### src/ctl_defines.svh
// register offsets, field positions, reset values and timing constants
// assumes inclusion by bare name from the design files
`ifndef CTL_DEFINES_SVH
`define CTL_DEFINES_SVH
`define CTL_ADDR_W          8
`define CTL_OFF_PIN_CFG     8'h6B
`define CTL_OFF_SOFT_TRIG   8'h6C
`define CTL_OFF_LP_CFG      8'h6E
`define CTL_OFF_BG_CFG      8'h60
`define CTL_OFF_STATUS      8'h72
`define CTL_LP_RESET        8'h88
`define CTL_SOFT_RESET      8'h01
`define CTL_PIN_RESET       8'h00
`define CTL_BG_RESET        8'h00
`define CTL_SLEEP_MSB       7
`define CTL_SLEEP_LSB       5
`define CTL_WAKE_MSB        4
`define CTL_WAKE_LSB        3
`define CTL_TRIGWAKE_BIT    1
`define CTL_LPEN_BIT        0
`define CTL_UNIT_SHIFT      8
`define CTL_CNT_W           42
`define CTL_SLEEP0_LEN      42'h900
`endif

### src/ctl_pkg.sv
// types shared by the calibration trigger and sleep timer
// assumes nothing beyond a SystemVerilog compiler
package ctl_pkg;
    typedef enum logic [3:0] {
        CTL_IDLE  = 4'b0001,
        CTL_SLEEP = 4'b0010,
        CTL_WAKE  = 4'b0100,
        CTL_CAL   = 4'b1000
    } ctl_state_e;
    typedef logic [41:0] ctl_count_t;
endpackage : ctl_pkg

### src/ctl_interval.sv
// interval length lookup: (2^k + 1) x 256 clock periods from a 3-bit code
// assumes a 42-bit counter
`timescale 1ns/1ps
`include "ctl_defines.svh"
module ctl_interval #(
    parameter bit IS_WAKE = 1'b0
) (
    input  wire logic [2:0]             code,
    output ctl_pkg::ctl_count_t         length
);
    logic [5:0] k;
    always_comb begin
        if (IS_WAKE) begin
            case (code[1:0])
                2'h0:    k = 6'h21;
                2'h1:    k = 6'h12;
                2'h2:    k = 6'h15;
                default: k = 6'h18;
            endcase
        end else begin
            case (code)
                3'h0:    k = 6'h03;
                3'h1:    k = 6'h0F;
                3'h2:    k = 6'h12;
                3'h3:    k = 6'h15;
                3'h4:    k = 6'h18;
                3'h5:    k = 6'h1B;
                3'h6:    k = 6'h1E;
                default: k = 6'h21;
            endcase
        end
        // (2^k + 1) << 8, fits 42 bits for k up to 33
        length = ((ctl_pkg::ctl_count_t'(1) << k) + ctl_pkg::ctl_count_t'(1))
                 << `CTL_UNIT_SHIFT;
    end
endmodule : ctl_interval

### src/ctl_lowpower_cal.sv
// calibration trigger select and low-power sleep/wake timer, Avalon-MM slave
// assumes one clock (sampling clock), async active-high reset, sync pin
//
// Overview of operation
// - soft trigger bit 0, resets to one
// - soft bit used only when select zero
// - lowpower config field layout, reset 0x88
// - sleep select used when enabled, untriggered
// - sleep length (2^k+1) x 256 clocks
// - sleep select resets to code four
// - select picks soft bit or pin
// - triggered mode sleeps until trigger low
// - lowpower needs background enable, resets off
// - wake settle (2^k+1) x 256, reset k18
`timescale 1ns/1ps
`include "ctl_defines.svh"
module ctl_lowpower_cal #(
    parameter int CNT_W = `CTL_CNT_W
) (
    input  wire logic        clock,
    input  wire logic        reset,
    input  wire logic [7:0]  avs_address,
    input  wire logic        avs_read,
    input  wire logic        avs_write,
    input  wire logic [31:0] avs_writedata,
    input  wire logic [3:0]  avs_byteenable,
    output logic      [31:0] avs_readdata,
    output logic             avs_waitrequest,
    output logic      [1:0]  avs_response,
    input  wire logic        calibration_trigger_pin,
    input  wire logic        core_idle,
    output logic             calibration_trigger,
    output logic             core_sleep,
    output logic             calibration_start
);
    // elaboration check: the longest interval needs the full counter
    if (CNT_W < `CTL_CNT_W) begin : g_cnt_w_check
        $error("counter too narrow for longest interval");
    end

    // ************************************************************
    // register bus
    // ************************************************************
    logic [7:0] lp_cfg_reg, lp_cfg_next;
    logic [7:0] soft_reg, soft_next;
    logic [7:0] pin_reg, pin_next;
    logic [7:0] bg_reg, bg_next;
    logic       ack_reg, ack_next;
    logic [31:0] rdata_reg, rdata_next;
    logic        err_reg, err_next;
    logic        hit;
    logic [7:0]  rmux;
    ctl_pkg::ctl_state_e state_reg, state_next;

    // one wait cycle: request taken, answer at next edge
    assign avs_waitrequest = (avs_read | avs_write) & ~ack_reg;
    assign avs_readdata    = rdata_reg;
    assign avs_response    = err_reg ? 2'h2 : 2'h0;

    always_comb begin
        hit = 1'b1;
        case (avs_address)
            `CTL_OFF_LP_CFG:    rmux = lp_cfg_reg;
            `CTL_OFF_SOFT_TRIG: rmux = soft_reg;
            `CTL_OFF_PIN_CFG:   rmux = pin_reg;
            `CTL_OFF_BG_CFG:    rmux = bg_reg;
            `CTL_OFF_STATUS:    rmux = {4'h0, state_reg};
            default: begin
                rmux = 8'h00;
                hit  = 1'b0;
            end
        endcase
    end

    always_comb begin
        lp_cfg_next = lp_cfg_reg;
        soft_next   = soft_reg;
        pin_next    = pin_reg;
        bg_next     = bg_reg;
        ack_next    = (avs_read | avs_write) & ~ack_reg;
        rdata_next  = rdata_reg;
        err_next    = err_reg;
        if ((avs_read | avs_write) & ~ack_reg) begin
            err_next   = ~hit;
            rdata_next = avs_read ? {24'h000000, rmux} : 32'h00000000;
            if (avs_write && avs_byteenable[0]) begin
                case (avs_address)
                    // reserved bit 2 stays writable as stored
                    `CTL_OFF_LP_CFG:    lp_cfg_next = avs_writedata[7:0];
                    `CTL_OFF_SOFT_TRIG: soft_next   = avs_writedata[7:0];
                    `CTL_OFF_PIN_CFG:   pin_next    = avs_writedata[7:0];
                    `CTL_OFF_BG_CFG:    bg_next     = avs_writedata[7:0];
                    default:            ;
                endcase
            end
        end
    end

    always_ff @(posedge clock or posedge reset) begin
        if (reset) begin
            lp_cfg_reg <= `CTL_LP_RESET;
            soft_reg   <= `CTL_SOFT_RESET;
            pin_reg    <= `CTL_PIN_RESET;
            bg_reg     <= `CTL_BG_RESET;
            ack_reg    <= 1'b0;
            rdata_reg  <= 32'h00000000;
            err_reg    <= 1'b0;
        end else begin
            lp_cfg_reg <= lp_cfg_next;
            soft_reg   <= soft_next;
            pin_reg    <= pin_next;
            bg_reg     <= bg_next;
            ack_reg    <= ack_next;
            rdata_reg  <= rdata_next;
            err_reg    <= err_next;
        end
    end

    // ************************************************************
    // trigger source and sleep timer
    // ************************************************************
    logic lp_active, trig_wake, trig_next, trig_reg;
    ctl_pkg::ctl_count_t sleep_len, wake_len;
    logic [CNT_W-1:0] cnt_reg, cnt_next;

    // only meaningful with background calibration on
    assign lp_active = lp_cfg_reg[`CTL_LPEN_BIT] & bg_reg[1];
    assign trig_wake = lp_cfg_reg[`CTL_TRIGWAKE_BIT];
    assign trig_next = pin_reg[0] ? calibration_trigger_pin
                                  : soft_reg[0];

    ctl_interval #(.IS_WAKE(1'b0)) u_sleep_len (
        .code   (lp_cfg_reg[`CTL_SLEEP_MSB:`CTL_SLEEP_LSB]),
        .length (sleep_len)
    );

    ctl_interval #(.IS_WAKE(1'b1)) u_wake_len (
        .code   ({1'b0, lp_cfg_reg[`CTL_WAKE_MSB:`CTL_WAKE_LSB]}),
        .length (wake_len)
    );

    always_comb begin
        state_next = state_reg;
        cnt_next   = cnt_reg + CNT_W'(1);
        case (state_reg)
            ctl_pkg::CTL_IDLE: begin
                cnt_next = '0;
                if (lp_active && core_idle) begin
                    state_next = ctl_pkg::CTL_SLEEP;
                end
            end
            ctl_pkg::CTL_SLEEP: begin
                if (!lp_active) begin
                    state_next = ctl_pkg::CTL_IDLE;
                    cnt_next   = '0;
                end else if (trig_wake ? !trig_reg
                             : (cnt_reg >= CNT_W'(sleep_len) - CNT_W'(1))) begin
                    state_next = ctl_pkg::CTL_WAKE;
                    cnt_next   = '0;
                end
            end
            ctl_pkg::CTL_WAKE: begin
                // settle before calibrating, else core not stable
                if (cnt_reg >= CNT_W'(wake_len) - CNT_W'(1)) begin
                    state_next = ctl_pkg::CTL_CAL;
                    cnt_next   = '0;
                end
            end
            ctl_pkg::CTL_CAL: begin
                state_next = ctl_pkg::CTL_IDLE;
                cnt_next   = '0;
            end
            default: begin
                state_next = ctl_pkg::CTL_IDLE;
                cnt_next   = '0;
            end
        endcase
    end

    always_ff @(posedge clock or posedge reset) begin
        if (reset) begin
            state_reg <= ctl_pkg::CTL_IDLE;
            cnt_reg   <= '0;
            trig_reg  <= 1'b1;
        end else begin
            state_reg <= state_next;
            cnt_reg   <= cnt_next;
            trig_reg  <= trig_next;
        end
    end

    assign calibration_trigger = trig_reg;
    assign core_sleep          = (state_reg == ctl_pkg::CTL_SLEEP);
    assign calibration_start   = (state_reg == ctl_pkg::CTL_CAL);

    // ************************************************************
    // assertions
    // ************************************************************
    property p_soft_src;
        @(posedge clock) disable iff (reset)
        !pin_reg[0] |=> calibration_trigger == $past(soft_reg[0]);
    endproperty
    a_soft_src: assert property (p_soft_src) else $error("soft trigger not used");

    property p_pin_src;
        @(posedge clock) disable iff (reset)
        pin_reg[0] |=> calibration_trigger == $past(calibration_trigger_pin);
    endproperty
    a_pin_src: assert property (p_pin_src) else $error("pin not used");

    property p_lp_gate;
        @(posedge clock) disable iff (reset)
        !bg_reg[1] && state_reg == ctl_pkg::CTL_IDLE |=> state_reg == ctl_pkg::CTL_IDLE;
    endproperty
    a_lp_gate: assert property (p_lp_gate) else $error("sleep without background");

    property p_trig_hold;
        @(posedge clock) disable iff (reset)
        core_sleep && trig_wake && trig_reg && lp_active |=> core_sleep;
    endproperty
    a_trig_hold: assert property (p_trig_hold) else $error("woke with trigger high");

    property p_trig_wake;
        @(posedge clock) disable iff (reset)
        core_sleep && trig_wake && !trig_reg && lp_active |=> state_reg == ctl_pkg::CTL_WAKE;
    endproperty
    a_trig_wake: assert property (p_trig_wake) else $error("no wake on low trigger");

    property p_sleep_restart;
        @(posedge clock) disable iff (reset)
        $rose(core_sleep) |-> cnt_reg == '0;
    endproperty
    a_sleep_restart: assert property (p_sleep_restart) else $error("counter not restarted");

    property p_sleep_len;
        @(posedge clock) disable iff (reset)
        core_sleep && !trig_wake && lp_active && lp_cfg_reg[7:5] == 3'h0
        && cnt_reg < CNT_W'(`CTL_SLEEP0_LEN) - CNT_W'(1) |=> core_sleep;
    endproperty
    a_sleep_len: assert property (p_sleep_len) else $error("short sleep ended early");

    property p_sleep_end;
        @(posedge clock) disable iff (reset)
        core_sleep && !trig_wake && lp_active && lp_cfg_reg[7:5] == 3'h0
        && cnt_reg == CNT_W'(`CTL_SLEEP0_LEN) - CNT_W'(1) |=> state_reg == ctl_pkg::CTL_WAKE;
    endproperty
    a_sleep_end: assert property (p_sleep_end) else $error("short sleep overran");

    property p_cal_pulse;
        @(posedge clock) disable iff (reset)
        calibration_start |=> !calibration_start;
    endproperty
    a_cal_pulse: assert property (p_cal_pulse) else $error("start not one cycle");
endmodule : ctl_lowpower_cal

### config.mk
export PLATFORM = sky130hd
export DESIGN_NAME = ctl_lowpower_cal
export DESIGN_NICKNAME = d
export VERILOG_FILES = /design/src/ctl_pkg.sv /design/src/ctl_interval.sv /design/src/ctl_lowpower_cal.sv
export VERILOG_INCLUDE_DIRS = /design/src /design/src/src
export SDC_FILE = /design/constraint.sdc
export NUM_CORES = 1
export LEC_CHECK = 0
export CORE_ASPECT_RATIO = 2
export CORE_MARGIN = 5
export CORE_UTILIZATION = 66
export CTS_CLUSTER_SIZE = 25
export DETAILED_ROUTE_END_ITERATION = 8
export DONT_BUFFER_PORTS = 1
export PLACE_DENSITY = 0.82
export SLEW_MARGIN = 15
export SYNTH_ARGS = -nofsm -noshare
export SYNTH_HDL_FRONTEND = slang
export SYNTH_HIERARCHICAL = 1
export SYNTH_SLANG_ARGS = --single-unit
### constraint.sdc
create_clock -name clock -period 3.7 [get_ports clock]
set_input_delay 1.11 -clock clock [delete_from_list [all_inputs] [get_ports clock]]
set_output_delay 1.11 -clock clock [all_outputs]
set_load 0.01 [all_outputs]
==> metrics.md <==
| Metric | Value |
|---|---|
| Status | complete, no violations |
| CP arrival | roughly 3.6 ns |
| Slowest CP cell | nor3_1 |
| CP top delay family | simple AND/OR/NAND/NOR gates |
| Final core occ | a little under 70% |
| Clk network pwr share | a little over two fifths |
| Setup TNS | 0 ns |
| Commonest cells after routing, fill and taps aside | nor2_1, conb_1, ha_1, dfrtp_1, nand2_1 |
| Setup violators final | 0 |
| DIE AREA | 0.0148 mm^2 |
| Max Slew Vio Count | 0 |
| Hold Crit Start | cnt_reg[0]$_DFF_PP0_ |
| FF+latch count, synth | between 80 and 90 |
| Internal | around 1500 uW |
| Post-CTS sizing | 0 |
| Post-CTS Hold Buffers | 0 |
| Tot GR Track Use | between 20% and 30% |
| H-tree depth | 3 |
| Sequential power share | between 40% and 50% |
| Clock root buffer | clkbuf_16 |
| Dpl cell area | 0.00799 mm^2 |
| Ys Warns | 6 |
| First-pass GRT wire length | about 30 mm |
| Fin. Hold Viols | 0 |
| Sw Ratio | between 20% and 30% |
| Synth Cell Area | about 0.0081 mm^2 |
| Drt pass-1 iters | 4 |
| Avg Inst Size Synth | 8.87 um^2 |
| Worst path buffer plus inverter count | 1 |
| XOR/XNOR Fraction of Synth Area | roughly an eighth |
| Cells after Synth | 918 |
| Final GP Congestion | between 0.8 and 0.9 |
| Synth Area in Adders | between 10 and 15% |
| TritonCTS Buffers | 9 |
| CP Max Fanout | between 40 and 50 |
| CP startpoint kind | flop |
| MaxCap Viol Count | 0 |
| Routed wire per std cell | ~17 um |
| Ys flop type | dfrtp_1 |
| Post-CTS Setup Repair Bufs | 0 |
| Synth Area in Compound Gates | between 8 and 9% |
| Final Cycle Share | approximately 90% |
| Final setup skew | 0.0122 ns |
| Vias in the first global route | between 6000 and 7000 |
| Remaining antenna violation count | 0 |
| Vias | 6441 |
| Worst skew pair latency | roughly 0.34 ns |
| DRC Markers | 0 |
| Starting density of the core | between 60% and 70% |
| Finished Cell Area | slightly above 0.008 mm^2 |
| Sequential fraction of the synthesis area | about 27% |
| Layout cell share with drive strength beyond 1 | about 8.5% |
| IO Port Bufs | 0 |
| WHS | 0.497 ns |
| Max VDD drop | 0.000250 V |
| Leakage | approximately 0.0037 uW |
| Die X | between 80 and 90 um |
| Max frequency | 0.292 GHz |
| Die height | between 150 and 200 um |
| Pwr dens | 253 mW/mm^2 |
| Number of nets in the final layout | about 1100 |
| Crit path required time | between 3 and 4 ns |
| Post-Synth Simple-Gate Area | between 20% and 30% |
| Psw | around 550 uW |
| I/O pins | between 80 and 90 |
| Tmin final | 3.43 ns |
| Crit Path Category | flop to flop |
| Combinational power share | around 11% |
| Synth area leader | dfrtp_1 |
| FF-to-FF Start | lp_cfg_reg[5]$_DFFE_PP0P_ |
| Post-synth ARST share | between 90% and 100% |
| Critical Path Max Stage Delay | roughly 0.58 ns |
| Initial DRC count | ~230 |
| Global route overflow | 0 |
| Largest net degree at the start of global routing | 67 |
| CP endpoint kind | flop |
| Max reg flops | between 40 and 50 |
| Site Rows | 57 |
| PnR Total Power | about 2100 uW |
| Hold WC Path Type | flop to flop |
| EDFF count, synth | 0 |
| Vias per inst | roughly 6 |
| Unrepaired setup endpoints after global routing | no |
| Largest cells by area after synthesis | dfrtp_1, ha_1, buf_4 |
| Least-Margin Pin Slew | a little under 0.7 ns |
| Final wirelength | 17.9 mm |
| CTS tree | yes |
| Syn-to-layout area delta | 1.72% |
| Largest family of logic cells by synthesized area | simple AND/OR/NAND/NOR gates |
| Hpwl dp | about 15 mm |
| Deepest clock path buffer count | 2 |
| Post-synth cell types | 60 |
| Yosys top cell area share | approximately 26% |
| # diodes | 0 |
| Commonest non-fill, non-tap cell in the layout | nor2_1 |
| Initial antenna violation count | 0 |
| Clock slew at reported path FFs | 0.07 ns |
| Post-synthesis mux area share | under 10% |
| Worst slew margin | a little over half |
| Core area | ~0.012 mm^2 |
| Clk sinks | 89 |
| Worst Setup SP | lp_cfg_reg[5]$_DFFE_PP0P_ |
| CP cell instances | nor3_1 > xnor2_1 > ha_1 > nand4_1 > nor4_1 > o311ai_0 > o211ai_1 > a211oi_1 > a21oi_2 > buf_12 > nor2_1 |
power by group through the flow:
stage | logic (uW) | registers [uW] | clock network, uW
finish | 229 | 992 | 876
global route | 263 | 993 | 925
CTS | 210 | 993 | 875
detailed placement | 209 | 1010 | 0
global placement | 205 | 1010 | 0
floorplan | 260 | 1010 | 0
cells in the mapped netlist (14+ instances only):
cell type and number:
nand2_1 78, nor4_1 24, nand3_1 20, nor2_1 99, o21ai_0 30, nor3_1 31
dfrtp_1 84, nand4_1 25, xor2_1 50, buf_4 94, ha_1 89, xnor2_1 69
a21oi_1 28, mux2_2 33, inv_1 14
final timing paths:
kind	slack (ns)	endpoint	cells past startpoint
setup / recovery	0.27	cnt_reg[40]$_DFF_PP0_	11
hold / removal	0.50	cnt_reg[0]$_DFF_PP0_	1
setup reg to reg	0.27	cnt_reg[40]$_DFF_PP0_	11
hold reg to reg	0.50	cnt_reg[0]$_DFF_PP0_	1
max in group asynchronous	2.36	state_reg[0]$_DFFE_PP1P_	2
min in group asynchronous	0.63	bg_reg[6]$_DFFE_PP0P_	1
cell families after synthesis:
logic type      count (synthesis)
buf+inv                       119
fa+ha+maj                      89
xor+xnor                      119
mux                            37
other cells                     5
flops                          89
simple gates                  356
compound gates                104
through the flow:
step | cells | setup slack [ns]
floorplan | 1010 | 0.291
global placement | 1059 | 0.365
detailed placement | 1059 | 0.284
CTS | 1075 | 0.267
global route | 1075 | 0.0380
finish | 1075 | 0.274
worst reg2reg max path: cells and delay by family, from the launching register on:
kind,cells,cell delay (ns)
adders and majority gates,1,0.32
AOI/OAI and AO/OA,4,0.87
DFF,1,0.48
xor gates and xnor gates,1,0.18
and+or+nand+nor,4,1.22
buffers and inverters,1,0.23
layer usage:
layer | vias to the layer above | part of all wire, % | GRT usage (%)
met5 | - | 0 | 0
met4 | 0 | 6.7 | 17.4
met3 | 77 | 3.5 | 3.11
met2 | 171 | 58 | 49.6
met1 | 3071 | 32 | 22.2
li1 | 3122 | - | -
cell type report:
class	count	area [um^2]
tap	147	184
timing repair buffer	7	77.6
fill	968	3840
sequential	89	2230
multi-input combinational	802	5440
clock buffer	10	239
inverter	14	53.8
clock inverter	6	51.3
No activity file was read; power rests on OpenSTA's default activity.
